### src/core/tsal_pkg.sv
// Constants and register layout of the thermal alarm configuration and limit block
//--------------------------------------------------------------------
// Behaviour
// - Config bits 15..11 read zero, writes ignored
// - Hysteresis field selects off, 1.5, 3, 6 degrees
// - Hysteresis applies only while temperature falls
// - Any lock freezes the hysteresis field
// - Sleep stops sampling, data updates and events
// - Locked sleep cannot be set, always clearable
// - Registers stay reachable while sleeping
// - Critical lock sticky until reset, blocks critical limit
// - Window lock sticky until reset, freezes limits
// - Clear bit releases latched alarm, reads zero
// - Status bit shows alarm currently asserted
// - Enable bit gates alarm output, lock freezes
// - Critical-only bit drops window, window lock freezes
// - Polarity bit sets asserted level, lock freezes
// - Mode bit picks comparator or interrupt, lock freezes
// - Limits are two's complement, sign at B12
// - Comparisons use B12..B2 only
// - Upper limit at pointer 02, window-locked
// - Lower limit at pointer 03, window-locked
// - Critical alarm holds until limit minus hysteresis in comparator mode; in interrupt mode a clear releases it
// - Bus address 0011 plus select, two bytes
//--------------------------------------------------------------------
package tsal_pkg;

  // Register pointers
  localparam logic [7:0] PTR_ALARM_CONTROL = 8'h01;
  localparam logic [7:0] PTR_UPPER_LIMIT = 8'h02;
  localparam logic [7:0] PTR_LOWER_LIMIT = 8'h03;
  localparam logic [7:0] PTR_RESET = 8'h00;

  // Bus address: fixed upper nibble, low three bits from the select strap
  localparam logic [3:0] DEV_ADDR_HI = 4'h3;

  // Alarm control field positions
  localparam int CFG_HYSTERESIS_SELECT_HI = 10;
  localparam int CFG_HYSTERESIS_SELECT_LO = 9;
  localparam int CFG_SLEEP = 8;
  localparam int CFG_CRIT_LOCK = 7;
  localparam int CFG_WIN_LOCK = 6;
  localparam int CFG_CLEAR = 5;
  localparam int CFG_STATUS = 4;
  localparam int CFG_ENABLE = 3;
  localparam int CFG_CRIT_ONLY = 2;
  localparam int CFG_POLARITY = 1;
  localparam int CFG_MODE = 0;

  // Limit field: B12..B2 are the only stored and compared bits
  localparam int LIM_MSB = 12;
  localparam int LIM_LSB = 2;

  // Reset values
  localparam logic [15:0] ALARM_CONTROL_RESET = 16'h0000;
  localparam logic [10:0] LIMIT_RESET = 11'h000;

  // Hysteresis in quarter-degree steps
  localparam logic [1:0] HYSTERESIS_SELECT_OFF = 2'h0;
  localparam logic [1:0] HYSTERESIS_SELECT_1P5 = 2'h1;
  localparam logic [1:0] HYSTERESIS_SELECT_3P0 = 2'h2;
  localparam logic [1:0] HYSTERESIS_SELECT_6P0 = 2'h3;
  localparam logic [4:0] HYSTERESIS_SELECT_Q_OFF = 5'h00;
  localparam logic [4:0] HYSTERESIS_SELECT_Q_1P5 = 5'h06;
  localparam logic [4:0] HYSTERESIS_SELECT_Q_3P0 = 5'h0c;
  localparam logic [4:0] HYSTERESIS_SELECT_Q_6P0 = 5'h18;

  typedef enum logic {TSAL_CMP_MODE, TSAL_INT_MODE} tsal_mode_t;

endpackage

### src/core/tsal_thresh.sv
// One threshold comparator with falling-side hysteresis
module tsal_thresh #(
  parameter bit LOW_SIDE = 1'b0
) (
  input wire logic clk_sys, // System clock
  input wire logic rst_n, // Synchronous reset, active low
  input wire logic sample_valid, // New temperature sample
  input wire logic signed [10:0] temp_q, // Temperature B12..B2
  input wire logic signed [10:0] limit_q, // Limit B12..B2
  input wire logic [4:0] hysteresis_select_q, // Hysteresis in quarter degrees
  output logic flag // Out-of-limit condition
);
  import tsal_pkg::*;

  logic signed [12:0] t_ext;
  logic signed [12:0] l_ext;
  logic signed [12:0] l_low;
  logic set_c;
  logic clr_c;

  // Extended by two bits so limit minus hysteresis cannot wrap
  assign t_ext = {{2{temp_q[10]}}, temp_q};
  assign l_ext = {{2{limit_q[10]}}, limit_q};
  assign l_low = l_ext - $signed({8'h00, hysteresis_select_q});

  always_comb begin
    if (LOW_SIDE) begin
      set_c = t_ext < l_low;
      clr_c = t_ext >= l_ext;
    end else begin
      set_c = t_ext > l_ext;
      clr_c = t_ext <= l_low;
    end
  end

  always_ff @(posedge clk_sys) begin
    if (!rst_n) begin
      flag <= 1'b0;
    end else if (sample_valid) begin
      if (set_c) begin
        flag <= 1'b1;
      end else if (clr_c) begin
        flag <= 1'b0;
      end
    end
  end

endmodule

### src/core/tsal_alarm.sv
// Thermal alarm: register access, window and critical comparators, alarm output
module tsal_alarm (
  input wire logic clk_sys, // System clock, 20 MHz
  input wire logic rst_n, // Synchronous reset, active low
  input wire logic txn_start, // Pulse: addressed transaction begins
  input wire logic [6:0] txn_addr, // Seven-bit bus address of the transaction
  input wire logic txn_read, // Transaction direction, 1 = read
  input wire logic [2:0] addr_sel, // Address select strap
  input wire logic wr_byte_valid, // Pulse: host write byte present
  input wire logic [7:0] wr_byte, // Host write byte
  input wire logic rd_byte_take, // Pulse: host consumed rd_byte
  input wire logic temp_valid, // Pulse: new converter sample
  input wire logic [12:0] temp_data, // Sample B12..B0, two's complement
  input wire logic [15:0] crit_limit, // Critical limit register value
  output logic dev_selected, // Current transaction addresses this device
  output logic [7:0] rd_byte, // Next read byte for the host
  output logic sleep_bit, // Shutdown state
  output logic critical_limit_lock, // Critical limit write lock
  output logic temp_capture_en, // Pulse: temperature data may update
  output logic above_crit, // Above critical threshold
  output logic above_high, // Above upper window limit
  output logic below_low, // Below lower window limit
  output logic alarm_out // Alarm pin level
);
  import tsal_pkg::*;

  //------------------------------------------------------------------
  // Register access
  //------------------------------------------------------------------
  logic [7:0] ptr_reg;
  logic [1:0] byte_cnt_reg;
  logic is_read_reg;
  logic rd_phase_reg;
  logic [7:0] msb_reg;
  logic [15:0] read_word;
  logic sel_c;
  logic commit;
  logic [15:0] wr_word;
  logic cfg_wr;
  logic upper_wr;
  logic lower_wr;

  assign sel_c = txn_addr == {DEV_ADDR_HI, addr_sel};
  assign commit = wr_byte_valid && dev_selected && !is_read_reg && (byte_cnt_reg == 2'h2);
  assign wr_word = {msb_reg, wr_byte};
  assign cfg_wr = commit && (ptr_reg == PTR_ALARM_CONTROL);
  assign upper_wr = commit && (ptr_reg == PTR_UPPER_LIMIT);
  assign lower_wr = commit && (ptr_reg == PTR_LOWER_LIMIT);

  always_ff @(posedge clk_sys) begin
    if (!rst_n) begin
      dev_selected <= 1'b0;
      is_read_reg <= 1'b0;
    end else if (txn_start) begin
      dev_selected <= sel_c;
      is_read_reg <= txn_read;
    end
  end

  // First write byte is the pointer, then MSB, then LSB commits the word
  always_ff @(posedge clk_sys) begin
    if (!rst_n) begin
      byte_cnt_reg <= 2'h0;
    end else if (txn_start) begin
      byte_cnt_reg <= 2'h0;
    end else if (wr_byte_valid && dev_selected && !is_read_reg && byte_cnt_reg != 2'h3) begin
      byte_cnt_reg <= byte_cnt_reg + 2'h1;
    end
  end

  always_ff @(posedge clk_sys) begin
    if (!rst_n) begin
      ptr_reg <= PTR_RESET;
      msb_reg <= 8'h00;
    end else if (wr_byte_valid && dev_selected && !is_read_reg) begin
      if (byte_cnt_reg == 2'h0) begin
        ptr_reg <= wr_byte;
      end
      if (byte_cnt_reg == 2'h1) begin
        msb_reg <= wr_byte;
      end
    end
  end

  //------------------------------------------------------------------
  // Alarm control and limit registers
  //------------------------------------------------------------------
  logic [1:0] hysteresis_select_reg;
  logic win_lock_reg;
  logic enable_reg;
  logic crit_only_reg;
  logic pol_reg;
  tsal_mode_t mode_reg;
  logic [10:0] upper_reg;
  logic [10:0] lower_reg;
  logic any_lock;
  logic clear_pulse;

  assign any_lock = critical_limit_lock || win_lock_reg;
  // Clear acts only in interrupt mode; it is never stored
  assign clear_pulse = cfg_wr && wr_word[CFG_CLEAR] && (mode_reg == TSAL_INT_MODE);

  always_ff @(posedge clk_sys) begin
    if (!rst_n) begin
      critical_limit_lock <= ALARM_CONTROL_RESET[CFG_CRIT_LOCK];
      win_lock_reg <= ALARM_CONTROL_RESET[CFG_WIN_LOCK];
    end else if (cfg_wr) begin
      critical_limit_lock <= critical_limit_lock || wr_word[CFG_CRIT_LOCK];
      win_lock_reg <= win_lock_reg || wr_word[CFG_WIN_LOCK];
    end
  end

  always_ff @(posedge clk_sys) begin
    if (!rst_n) begin
      sleep_bit <= ALARM_CONTROL_RESET[CFG_SLEEP];
    end else if (cfg_wr) begin
      if (any_lock) begin
        sleep_bit <= sleep_bit && wr_word[CFG_SLEEP];
      end else begin
        sleep_bit <= wr_word[CFG_SLEEP];
      end
    end
  end

  always_ff @(posedge clk_sys) begin
    if (!rst_n) begin
      hysteresis_select_reg <= ALARM_CONTROL_RESET[CFG_HYSTERESIS_SELECT_HI:CFG_HYSTERESIS_SELECT_LO];
      enable_reg <= ALARM_CONTROL_RESET[CFG_ENABLE];
      pol_reg <= ALARM_CONTROL_RESET[CFG_POLARITY];
      mode_reg <= tsal_mode_t'(ALARM_CONTROL_RESET[CFG_MODE]);
    end else if (cfg_wr && !any_lock) begin
      hysteresis_select_reg <= wr_word[CFG_HYSTERESIS_SELECT_HI:CFG_HYSTERESIS_SELECT_LO];
      enable_reg <= wr_word[CFG_ENABLE];
      pol_reg <= wr_word[CFG_POLARITY];
      mode_reg <= tsal_mode_t'(wr_word[CFG_MODE]);
    end
  end

  always_ff @(posedge clk_sys) begin
    if (!rst_n) begin
      crit_only_reg <= ALARM_CONTROL_RESET[CFG_CRIT_ONLY];
    end else if (cfg_wr && !win_lock_reg) begin
      crit_only_reg <= wr_word[CFG_CRIT_ONLY];
    end
  end

  // Only B12..B2 are kept; unused bits read back as zero
  always_ff @(posedge clk_sys) begin
    if (!rst_n) begin
      upper_reg <= LIMIT_RESET;
      lower_reg <= LIMIT_RESET;
    end else if (!win_lock_reg) begin
      if (upper_wr) begin
        upper_reg <= wr_word[LIM_MSB:LIM_LSB];
      end
      if (lower_wr) begin
        lower_reg <= wr_word[LIM_MSB:LIM_LSB];
      end
    end
  end

  //------------------------------------------------------------------
  // Comparators
  //------------------------------------------------------------------
  logic [4:0] hysteresis_select_q;
  logic sample_en;

  always_comb begin
    unique case (hysteresis_select_reg)
      HYSTERESIS_SELECT_OFF: hysteresis_select_q = HYSTERESIS_SELECT_Q_OFF;
      HYSTERESIS_SELECT_1P5: hysteresis_select_q = HYSTERESIS_SELECT_Q_1P5;
      HYSTERESIS_SELECT_3P0: hysteresis_select_q = HYSTERESIS_SELECT_Q_3P0;
      HYSTERESIS_SELECT_6P0: hysteresis_select_q = HYSTERESIS_SELECT_Q_6P0;
    endcase
  end

  // Sleep drops samples, so flags and data freeze
  assign sample_en = temp_valid && !sleep_bit;
  assign temp_capture_en = sample_en;

  tsal_thresh #(.LOW_SIDE(1'b0)) u_crit (
    .clk_sys(clk_sys),
    .rst_n(rst_n),
    .sample_valid(sample_en),
    .temp_q(temp_data[LIM_MSB:LIM_LSB]),
    .limit_q(crit_limit[LIM_MSB:LIM_LSB]),
    .hysteresis_select_q(hysteresis_select_q),
    .flag(above_crit)
  );

  tsal_thresh #(.LOW_SIDE(1'b0)) u_high (
    .clk_sys(clk_sys),
    .rst_n(rst_n),
    .sample_valid(sample_en),
    .temp_q(temp_data[LIM_MSB:LIM_LSB]),
    .limit_q(upper_reg),
    .hysteresis_select_q(hysteresis_select_q),
    .flag(above_high)
  );

  tsal_thresh #(.LOW_SIDE(1'b1)) u_low (
    .clk_sys(clk_sys),
    .rst_n(rst_n),
    .sample_valid(sample_en),
    .temp_q(temp_data[LIM_MSB:LIM_LSB]),
    .limit_q(lower_reg),
    .hysteresis_select_q(hysteresis_select_q),
    .flag(below_low)
  );

  //------------------------------------------------------------------
  // Alarm output
  //------------------------------------------------------------------
  logic cond_c;
  logic cond_prev_reg;
  logic pend_reg;
  logic pend_next;
  logic alarm_active_reg;
  logic alarm_next;

  assign cond_c = above_crit || (!crit_only_reg && (above_high || below_low));

  always_comb begin
    pend_next = pend_reg;
    if (sleep_bit) begin
      pend_next = 1'b0;
    end else if (cond_c && !cond_prev_reg) begin
      pend_next = 1'b1;
    end else if (clear_pulse) begin
      pend_next = 1'b0;
    end
    if (mode_reg == TSAL_INT_MODE) begin
      alarm_next = pend_next;
    end else begin
      alarm_next = cond_c;
    end
    alarm_next = alarm_next && enable_reg && !sleep_bit;
  end

  always_ff @(posedge clk_sys) begin
    if (!rst_n) begin
      cond_prev_reg <= 1'b0;
      pend_reg <= 1'b0;
      alarm_active_reg <= 1'b0;
    end else begin
      cond_prev_reg <= cond_c && !sleep_bit;
      pend_reg <= pend_next;
      alarm_active_reg <= alarm_next;
    end
  end

  // Pin level decoded from the live polarity so a change shows at once
  assign alarm_out = alarm_active_reg ? pol_reg : !pol_reg;

  //------------------------------------------------------------------
  // Read path
  //------------------------------------------------------------------
  always_comb begin
    read_word = 16'h0000;
    unique case (ptr_reg)
      PTR_ALARM_CONTROL: begin
        read_word[CFG_HYSTERESIS_SELECT_HI:CFG_HYSTERESIS_SELECT_LO] = hysteresis_select_reg;
        read_word[CFG_SLEEP] = sleep_bit;
        read_word[CFG_CRIT_LOCK] = critical_limit_lock;
        read_word[CFG_WIN_LOCK] = win_lock_reg;
        read_word[CFG_STATUS] = alarm_active_reg;
        read_word[CFG_ENABLE] = enable_reg;
        read_word[CFG_CRIT_ONLY] = crit_only_reg;
        read_word[CFG_POLARITY] = pol_reg;
        read_word[CFG_MODE] = mode_reg;
      end
      PTR_UPPER_LIMIT: read_word[LIM_MSB:LIM_LSB] = upper_reg;
      PTR_LOWER_LIMIT: read_word[LIM_MSB:LIM_LSB] = lower_reg;
      default: read_word = 16'h0000;
    endcase
  end

  // Reads answer regardless of sleep; MSB first, then LSB, then wraps
  always_ff @(posedge clk_sys) begin
    if (!rst_n) begin
      rd_phase_reg <= 1'b0;
      rd_byte <= 8'h00;
    end else if (txn_start) begin
      rd_phase_reg <= 1'b0;
      if (txn_read && sel_c) begin
        rd_byte <= read_word[15:8];
      end
    end else if (rd_byte_take && dev_selected && is_read_reg) begin
      rd_phase_reg <= !rd_phase_reg;
      rd_byte <= rd_phase_reg ? read_word[15:8] : read_word[7:0];
    end
  end
endmodule

### config.mk
export PLATFORM = sky130hd
export DESIGN_NAME = tsal_alarm
export DESIGN_NICKNAME = d
export VERILOG_FILES = /design/src/core/tsal_pkg.sv /design/src/core/tsal_thresh.sv /design/src/core/tsal_alarm.sv
export SDC_FILE = /design/constraint.sdc
export NUM_CORES = 1
export LEC_CHECK = 0
export ABC_AREA = 1
export BUFFER_PORTS_ARGS = -buffer_cell sky130_fd_sc_hd__buf_2
export CAP_MARGIN = 20
export CELL_PAD_IN_SITES_DETAIL_PLACEMENT = 0
export CELL_PAD_IN_SITES_GLOBAL_PLACEMENT = 1
export CORE_ASPECT_RATIO = 0.8
export CORE_MARGIN = 4
export CORE_UTILIZATION = 39
export DETAILED_ROUTE_END_ITERATION = 8
export PLACE_DENSITY = 0.78
export SYNTH_ARGS = -nofsm -noshare
export SYNTH_HDL_FRONTEND = slang
export SYNTH_HIERARCHICAL = 1
export SYNTH_SLANG_ARGS = --single-unit
### constraint.sdc
create_clock -name clk_sys -period 3.05 [get_ports clk_sys]
set_input_delay 0.305 -clock clk_sys [delete_from_list [all_inputs] [get_ports clk_sys]]
set_output_delay 0.305 -clock clk_sys [all_outputs]
set_load 0.02 [all_outputs]
# == Yosys cells after proc, flatten, opt, wreduce, memory -nomap -nowiden ==
# Index checks and enable logic that the tools add are counted.
# op_classes
add_sub_neg,4
multipliers,0
n_div,0
magnitude_cmp,6
n_eq_ne,11
n_shift,0
n_mux,22
bitwise,2
reduce_logical,49
# op_table
op,count
11-bit by 6-bit subtractor with 12-bit output,3
8-bit 2-to-1 mux,4
11-bit by 12-bit <= comparator with 1-bit output,2
11-bit > comparator,2
1-bit logical AND,21
5-bit case mux with 4 select lines,1
8-bit by 2-bit == test with 1-bit output (second input constant),2
2-bit AND reduction,8
5-bit case mux with 3 select lines,1
11-bit by 12-bit less-than comparator with 1-bit output,1
1-bit 2-to-1 mux,12
11-bit >= comparator,1
3-bit case mux with 3 select lines,1
8-bit by 1-bit == test with 1-bit output (second input constant),1
1-bit logical NOT,8
2-bit nonzero test,4
7-bit by 5-bit == test with 1-bit output,1
2-bit == test (second input constant),3
1-bit logical OR,5
2-bit by 1-bit == test with 1-bit output (second input constant),2
2-bit logical NOT,2
2-bit case mux with 2 select lines,1
2-bit by 1-bit adder with 2-bit output (second input constant),1
2-bit 2-to-1 mux,1
5 further kinds,6
# totals
ff_bits,63
latchBits,0
mem_bits_rw,0
mem_bits_ro,0
input_bits,54
output_inout_bits,16
word_cells,117
n_memories,0

# == Logic depth before layout (Yosys ltp) ==
# Gate-level depths: netlist of the first run.
# depth
word_depth,12
depth_mapped,24
ltp_nobuf,24

# == By module ==
# Netlist of the first run, hierarchy kept.
# modules_own_cells
mod,n_inst,cells_each,area_each_um2,seq_area_each_um2
tsal_alarm,1,370,2905.3,1201.2
tsal_thresh (u_crit ...),2,145,972.2,20.0
tsal_thresh (u_low),1,134,882.1,20.0

# == Worst setup path after synthesis of the first run ==
# Ideal clock, no wire load.
# synth_timing
kind,register -> register
from,register hysteresis_select_reg[0]
to,register u_high.flag
setup_ns,0.114
arrival_time_ns,2.855
required_ns,2.936
slack_ns,0.081
path_stages_with_launch,25
n_path_buf,0
synth_period_minus_slack_ns,2.969
path_cell_list,dfxtp_1 inv_1 ha_1 or2_2 inv_1 ha_1 a21oi_1 o21ai_2 nand2_1 nand2_1 nor2_2 nand3_1 xor2_1 ha_1 nand2_1 inv_2 nand2_2 nor2_2 nand2_1 nand3_1 nand2_1 nand3_1 nand2_1 nand2_1 a21oi_2
# synth_between
elab_chain_len,6
elab_cells_between_ends,9
classes_between,add/sub: 1; order compare: 1; eq/ne: 3; mux: 1; reduce/logical: 3
# synth_rtl
element,line_no,rtl
from (decl),tsal_alarm.sv:88,logic [1:0] hysteresis_select_reg;
from (signal assigned),tsal_alarm.sv:127,hysteresis_select_reg <= ALARM_CONTROL_RESET[CFG_HYSTERESIS_SELECT_HI:CFG_HYSTERESIS_SELECT_LO];
from (signal assigned),tsal_alarm.sv:132,hysteresis_select_reg <= wr_word[CFG_HYSTERESIS_SELECT_HI:CFG_HYSTERESIS_SELECT_LO];
"2-bit == test, or another cell as far along",tsal_alarm.sv:169,unique case (hysteresis_select_reg)
5-bit case mux with 4 select lines *,tsal_alarm.sv:169,
net hysteresis_select_q[3],tsal_alarm.sv:165,logic [4:0] hysteresis_select_q;
11-bit by 6-bit subtractor with 12-bit output *,tsal_thresh.sv:24,"assign l_low = l_ext - $signed({8'h00, hysteresis_select_q});"
11-bit by 12-bit <= comparator with 1-bit output *,tsal_thresh.sv:32,clr_c = t_ext <= l_low;
2-bit nonzero test (no line) *,-,
2-bit AND reduction (no line) *,-,
to (signal assigned),tsal_thresh.sv:38,flag <= 1'b0;
to (signal assigned),tsal_thresh.sv:41,flag <= 1'b1;
to (signal assigned),tsal_thresh.sv:43,flag <= 1'b0;
to (decl),tsal_thresh.sv:11,output logic flag
# The timed path passes the listed nets; every way through them passes the cells marked *. The select of a mux whose other input is x is not followed.
# A chain may end at the register's enable or synchronous reset.

# == Final worst setup path of the first run ==
# layout_timing
from,register hysteresis_select_reg[0]
to,register u_crit.flag
# layout_between
elab_chain_len,6
elab_cells_between_ends,9
classes_between,add/sub: 1; order compare: 1; eq/ne: 3; mux: 1; reduce/logical: 3
# layout_rtl
element,line_no
"2-bit == test, or another cell as far along",tsal_alarm.sv:169
5-bit case mux with 4 select lines *,tsal_alarm.sv:169
net hysteresis_select_q[2],tsal_alarm.sv:165
11-bit by 6-bit subtractor with 12-bit output *,tsal_thresh.sv:24
11-bit by 12-bit <= comparator with 1-bit output *,tsal_thresh.sv:32
2-bit nonzero test (no line) *,-
2-bit AND reduction (no line) *,-
to (signal assigned),tsal_thresh.sv:38
to (signal assigned),tsal_thresh.sv:41
to (signal assigned),tsal_thresh.sv:43
to (decl),tsal_thresh.sv:11
# Marked as above.

==> reports/metrics.csv, run 1 <==
stage,metric,value,unit
run_status,status,"complete, but fails checks",
run_status,failing checks,setup timing,
global_routing,initial antenna violation count,0,
synth,"FFs w/ async S/R, synth",0,%
die,Starting Density,40.0,%
global_routing,first-pass GRT wire length,24700,um
synth,Netlist cell types,42,
synth,sequential fraction of the synthesis area,22.0,%
clock_tree,TritonCTS clock tree,built,
detailed_routing,DRC Markers,0,
pwr,VDD IR max,0.000250,V
worst_hold_path,Tightest Hold Check Type,in2reg,
synth,Mapped Avg Cell Area,7.22,sq um
placed_design,Port Buffers,62,
placed_design,hpwl dp,12500,um
synth,synthesized cell area,5730,sq um
layout,synthesis-to-layout area growth,23.6,%
synth,cell taking the most area after synthesis,dfxtp_1,
die,Cell Rows,39,
detailed_routing,drt pass-1 iters,5,
clock_tree,Num CTS Buffers,9,
detailed_routing,DR iter-0 viols,473,
clock_tree,Longest Clk Path Bufs,2,
timing,Final Max Slew Viols,0,
global_routing,vias in the first global route,4635,
die,Die Span Y,116,um
timing,final worst slack,-39.8,ps
clock_tree,"Clk pin slew, worst setup/hold paths",60,ps
critical_path,CP Data Arrival Time,3370,ps
timing,Tmin final,3090,ps
layout,antenna fix cells,0,
global_routing,grt ovf,0,
timing,fmax,324,MHz
detailed_routing,DR vias/cell,4.90,
synth,"top cells by area, synth","dfxtp_1, ha_1, nand2_1",
critical_path,Crit Path Category,reg2reg,
die,IO Pins,70,
synth,Seq cells post-synth,63,
synth,Synth top area share,22.0,%
flow_run,Max-Cap Viols,0,
pwr,power per cell area,317,nW/um^2
global_routing,Total GRT Usage,19.0,%
clock_tree,cts hold-fix bufs,0,
timing,RSZ-0062 raised after global routing,true,
placed_design,GPL Wtd Cong,0.865,
die,Die ar.,16700,sq um
detailed_routing,WL final,15700,um
layout,Final Util,49.4,%
placed_design,Placed Cells,1064,
global_routing,largest net degree at the start of global routing,24,
clock_tree,clk sinks,63,
critical_path,WP data required,3330,ps
clock_tree,H-tree levels,3,
detailed_routing,via count,5341,
synth,yosys warns,6,
layout,share of cells above drive strength 1,28.3,%
clock_tree,clk_lat worst skew,340,ps
critical_path,Crit. End Element,flop,
clock_tree,root buffer cell,clkbuf_16,
critical_path,startpoint class of the critical path,flop,
layout,Fill cells,1452,
die,core area,14300,sq um
timing,endpoints failing hold,0,
synth,Post-synth top flop,dfxtp_1,
detailed_routing,WL/cell,14.4,um
pwr,Leak,3.28,nW
timing,fin crit share,101,%
critical_path,CP max FO,3,
timing,Final setup viols,1,
timing,Worst-Margin Slew,810,ps
detailed_routing,post-route ant nets,0,
layout,# nets final,1047,
synth,Cells after Synth,794,
die,DIE WIDTH,144,um
layout,"non-filler cells, final",1089,
timing,clk_skew,5.45,ps
synth,"EDFF count, synth",0,
timing,Max-Slew Margin vs Limit,46.0,%
==> cell usage after synthesis, types with 3 or more instances <==
cell type  number
fa_1            3
nand3_1        50
nor2_2         15
a211oi_2       21
a21oi_2         4
xor2_1         18
nor2_4          5
a211oi_1        4
ha_1           90
nand4_1        17
clkbuf_1        6
a21oi_1        66
xnor2_1         5
inv_2           9
o211ai_1        3
nor3_1          4
buf_4           5
o21ai_0        27
inv_1         125
nand2_1       151
o21a_1          3
o21ai_2         4
dfxtp_1        63
nor2_1         58
nand2_2         9
a21o_1          5
==> path summary, 6_finish.rpt <==
kind,from,depth (start not counted),slack [ps],endpoint
hold / removal,txn_read,3,240,is_read_reg
setup reg to reg,hysteresis_select_reg[0],24,-40,u_crit/flag
setup / recovery,hysteresis_select_reg[0],24,-40,u_crit/flag
hold reg to reg,ptr_reg[7],2,450,ptr_reg[7]
==> where the power goes <==
group          switching (mW)  internal (mW)
clock network           0.393          0.548
logic                   0.273          0.194
registers             0.00829          0.831
==> placed cells by master, fill, tap and decap left out, types with 4 or more instances in the layout <==
cell / count
nand4_1: 17
dfxtp_1: 61
xor2_1: 17
buf_2: 62
inv_1: 115
o21ai_2: 4
nor2_1: 54
o21ai_0: 25
nand3_2: 6
nand2_1: 141
inv_2: 17
ha_4: 9
nand3_1: 45
ha_1: 80
nor2_4: 9
a21oi_2: 11
a211oi_1: 4
nor2_2: 15
a211oi_2: 21
nor3_2: 4
clkbuf_16: 9
a21o_1: 5
buf_4: 42
nand2_2: 19
a21oi_1: 59
xnor2_1: 5
==> final cells by class <==
| class | instances | area [sq um] | area share [%] |
|---|---|---|---|
| Multi-Input combinational cell | 585 | 4140 | 58.5 |
| Clock inverter | 7 | 50.0 | 0.707 |
| Clock buffer | 9 | 225 | 3.18 |
| Inverter | 134 | 510 | 7.21 |
| Tap cell | 184 | 230 | 3.25 |
| Timing Repair Buffer | 107 | 659 | 9.31 |
| Sequential cell | 63 | 1270 | 17.9 |
==> routing by layer <==
metal,track usage (%),routed length [um],vias up
met5,0,0,-
met3,3.60,850,10
met2,26.0,6210,103
met1,30.6,8530,2403
li1,-,-,2825
met4,3.01,99,0
==> per-stage QoR <==
| stage | setup slack (ps) | cell area [sq um] | TNS, ps | hold slack [ps] | power [mW] |
|---|---|---|---|---|---|
| 6_report | -39.8 | 7080 | -39.8 | 237 | 2.25 |
| 5_1_grt | -206 | 7080 | -575 | 265 | 2.37 |
| 4_1_cts | 0.359 | 6940 | 0 | 231 | 2.24 |
| 3_5_place_dp | -251 | 6470 | -666 | 445 | 1.29 |
| 3_3_place_gp | -206 | 6470 | -559 | 441 | 1.29 |
| 2_1_floorplan | 81.0 | 5740 | 0 | 414 | 1.13 |
==> repair_timing <==
item,in CTS,in global routing
setup endpoints to repair,3,3
gates resized for setup,39,28
setup buffers,4,5
pin swaps,37,39
==> cells by family after synthesis <==
group,after synthesis,share of synthesized area (%)
AND/OR/NAND/NOR,321,26.1
buffers and inverters,148,10.2
AO/OA/AOI/OAI,143,16.9
adder cells (fa/ha/maj),93,20.7
flip-flops,63,22.0
XOR/XNOR,25,4.08
other,1,0.0654
==> critical path, cell delays in order (launching register included) <==
cell and delay, ps:
dfxtp_2 350, inv_2 60, ha_4 250, inv_6 70
inv_4 30, ha_4 220, nand2_2 70, nor2_2 30
a211oi_2 290, o21ai_2 170, nor2_4 180, nand2_2 80
xor2_2 140, ha_1 300, nand2_1 70, inv_1 40
nand2_2 90, inv_1 60, nand2_2 70, nand3_2 70
nand2_1 70, nand3_1 70, nand2_1 60, nand2_1 60
a21oi_2 130
(Power assumes the default switching activity.)
==> run 2: changes to the inputs <==
--- a/config.mk
+++ b/config.mk
@@ -14,7 +14,7 @@
 export CORE_MARGIN = 4
 export CORE_UTILIZATION = 39
 export DETAILED_ROUTE_END_ITERATION = 8
-export PLACE_DENSITY = 0.78
+export PLACE_DENSITY_LB_ADDON = 0.1
 export SYNTH_ARGS = -nofsm -noshare
 export SYNTH_HDL_FRONTEND = slang
 export SYNTH_HIERARCHICAL = 1
==> run 2 against run 1 <==
  * Critical path depth is the same
  * Setup slack lost 2.0 ps
  * First-iteration DRC count shrank 33%
  * Cell area grew 2.2%
  * Largest power group unchanged
  * Sequential power is essentially flat
  * Die area is the same
  * Highest routed layer unchanged
  * Global-route usage grew 1.5 points
  * Sequential cell count is the same
  * The run still ends with setup timing left
  * Clock-buffer cell count grew 1
  * Final cell count grew 0.64%
  * Utilization grew 1.1 points
  * Register-to-register slack is essentially flat
==> reports/metrics.csv, run 2 (same netlist as run 1, synthesis figures left out) <==
stage,metric,value,unit,change
run_status,status,"complete, but fails checks",,
run_status,failing checks,setup timing,,
clock_tree,TritonCTS clock tree,built,,
detailed_routing,drt pass-1 iters,5,,unchanged
critical_path,Max stage delay on crit path,370,ps,+20 ps
timing,Tmin final,3090,ps,+2.01 ps
critical_path,Bufs and invs on worst path,4,,-1
timing,Max-Slew Margin vs Limit,39.9,%,-6.1 points
die,core area,14300,sq um,unchanged
detailed_routing,via count,5470,,+2.4%
critical_path,CP Data Arrival Time,3360,ps,about the same
clock_tree,"Clk pin slew, worst setup/hold paths",60,ps,about the same
pwr,power per cell area,330,nW/um^2,+4.1%
pwr,VDD IR max,0.000377,V,+51%
timing,clk_skew,9.63,ps,+4.18 ps
flow_run,Max-Cap Viols,0,,unchanged
placed_design,hpwl dp,13900,um,+12%
critical_path,Crit Path Category,reg2reg,,
critical_path,Worst path depth,24,,unchanged
layout,"most common cell after layout, fill and taps aside",nand2_1,,
detailed_routing,post-route ant nets,0,,unchanged
timing,RSZ-0062 raised after global routing,true,,
critical_path,CP max-delay cell,dfxtp_4,,
detailed_routing,WL final,17100,um,+9.2%
clock_tree,Longest Clk Path Bufs,2,,unchanged
timing,final worst slack,-41.8,ps,-2.01 ps
global_routing,first-pass GRT wire length,26500,um,+7.1%
critical_path,r2r setup slk,-40,ps,about the same
timing,Worst-Margin Slew,898,ps,+88.8 ps
placed_design,GPL Wtd Cong,0.849,,-1.8%
layout,share of cells above drive strength 1,30.4,%,+2.1 points
timing,Final setup viols,2,,+1
timing,worst hold margin,237,ps,-0.412 ps
critical_path,R2R Path End,u_crit/flag,,
critical_path,Crit. End Element,flop,,
detailed_routing,DR vias/cell,4.99,,+1.8%
die,Die Span Y,116,um,unchanged
global_routing,Total GRT Usage,20.4,%,+1.5 points
worst_hold_path,Tightest Hold Check Type,in2reg,,
detailed_routing,DRC Markers,0,,unchanged
critical_path,WP data required,3320,ps,about the same
global_routing,largest net degree at the start of global routing,28,,+17%
critical_path,crit-path most repeated cell,nand2_2,,
clock_tree,Num CTS Buffers,9,,unchanged
critical_path,Top delay family on crit path,simple AND/OR/NAND/NOR gates,,
die,Die ar.,16700,sq um,unchanged
global_routing,vias in the first global route,5039,,+8.7%
detailed_routing,DR iter-0 viols,316,,-33%
critical_path,R2R depth,24,,unchanged
timing,Final Max Slew Viols,0,,unchanged
critical_path,CP endpoint,u_crit/flag,,
die,DIE WIDTH,144,um,unchanged
critical_path,startpoint class of the critical path,flop,,
timing,fmax,323,MHz,about the same
global_routing,grt ovf,0,,unchanged
layout,"non-filler cells, final",1096,,+0.64%
die,IO Pins,70,,unchanged
detailed_routing,WL/cell,15.6,um,+8.5%
pwr,Power Total,2.39,mW,+6.5%
critical_path,CP Launch Point,hysteresis_select_reg[0],,
placed_design,Port Buffers,62,,unchanged
layout,antenna fix cells,0,,unchanged
global_routing,initial antenna violation count,0,,unchanged
timing,fin crit share,101,%,about the same
critical_path,CP max FO,4,,+1
clock_tree,clk sinks,63,,unchanged
worst_hold_path,Hold Crit Depth,3,,unchanged
pwr,Leak,3.34,nW,+1.6%
layout,most frequent cells in the layout,"nand2_1, inv_1, ha_1",,
timing,endpoints failing hold,0,,unchanged
die,Cell Rows,39,,unchanged
critical_path,CP cell instances,inv_4 > ha_4 > or2_4 > buf_6 > inv_4 > ha_4 > a21oi_2 > o21ai_2 > nand2_2 > nand2_2 > nor2_4 > nand3_2 > xor2_1 > ha_1 > nand2_2 > inv_2 > nand2_4 > nor2_4 > nand2_2 > nand4_1 > nand3_1 > nand2_1 > nand2_1 > a21oi_2,,
die,Starting Density,40.0,%,unchanged
layout,# nets final,1054,,+0.67%
critical_path,RR Startpoint,hysteresis_select_reg[0],,
layout,synthesis-to-layout area growth,26.3,%,
placed_design,Placed Cells,1068,,+0.38%
clock_tree,H-tree levels,3,,unchanged
clock_tree,clk_lat worst skew,330,ps,about the same
clock_tree,root buffer cell,clkbuf_16,,
-- run 2: cell count changes in the layout (fill, tap and decap cells not counted), sizes merged --
cell	previous run	this run
buf	107	114
bufinv	0	1
clkbuf	9	10
clkinv	4	2
-- run 2: repair_timing --
item	CTS	global route
setup buffers	4	8
hold buffers	0	0
gates resized for setup	36	51
setup endpoints to repair	3	3
pin swaps	30	59
-- run 2: layout make-up --
type / instances / area, sq um
clock buffers: 10 / 239
clock inverters: 6 / 70.1
fillers: 1469 / 7110
inverters: 134 / 513
multi-input cells: 585 / 4200
flip-flops and latches: 63 / 1270
well taps: 184 / 230
repair buffers: 114 / 719
-- run 2: power breakdown --
| group | switching, mW | internal [mW] |
|---|---|---|
| Clock | 0.398 | 0.657 |
| Sequential | 0.00714 | 0.830 |
| Combinational | 0.294 | 0.206 |
| Total | 0.699 | 1.69 |
-- run 2: worst reg2reg max path, delay by kind of cell (launching register included) --
family,cells,cell delay [ps]
and+or+nand+nor,13,1250
xor gates and xnor gates,1,180
adders and majority gates,3,620
DFF,1,370
buffers and inverters,4,270
AOI/OAI and AO/OA,3,360
-- run 2: layer usage --
layer	vias up	GRT usage (%)	share of wire, %
met3	6	5.28	5.6
li1	2829	-	-
met4	0	2.76	0.50
met5	-	0	0
met1	2526	32.4	54
met2	109	28.0	40
-- run 2: how the worst min path moves through the flow --
stage / startpoint / end / slack [ps]
4_1_cts: txn_read / is_read_reg / 230
6_report: txn_read / is_read_reg / 240
3_5_place_dp: ptr_reg[7] / ptr_reg[7] / 450
3_3_place_gp: ptr_reg[6] / ptr_reg[6] / 440
5_1_grt: txn_read / is_read_reg / 240
2_1_floorplan: rst_n / u_low/flag / 410
-- run 2: stage by stage --
step | area (sq um) | TNS, ps | utilization (%) | setup slack (ps)
floorplan | 5740 | 0 | - | 81.0
global placement | 6500 | -754 | 45.3 | -288
detailed placement | 6500 | -908 | 45.3 | -372
CTS | 6990 | -202 | 48.7 | -77.6
global route | 7240 | -534 | 50.5 | -207
finish | 7240 | -50.8 | 50.5 | -41.8
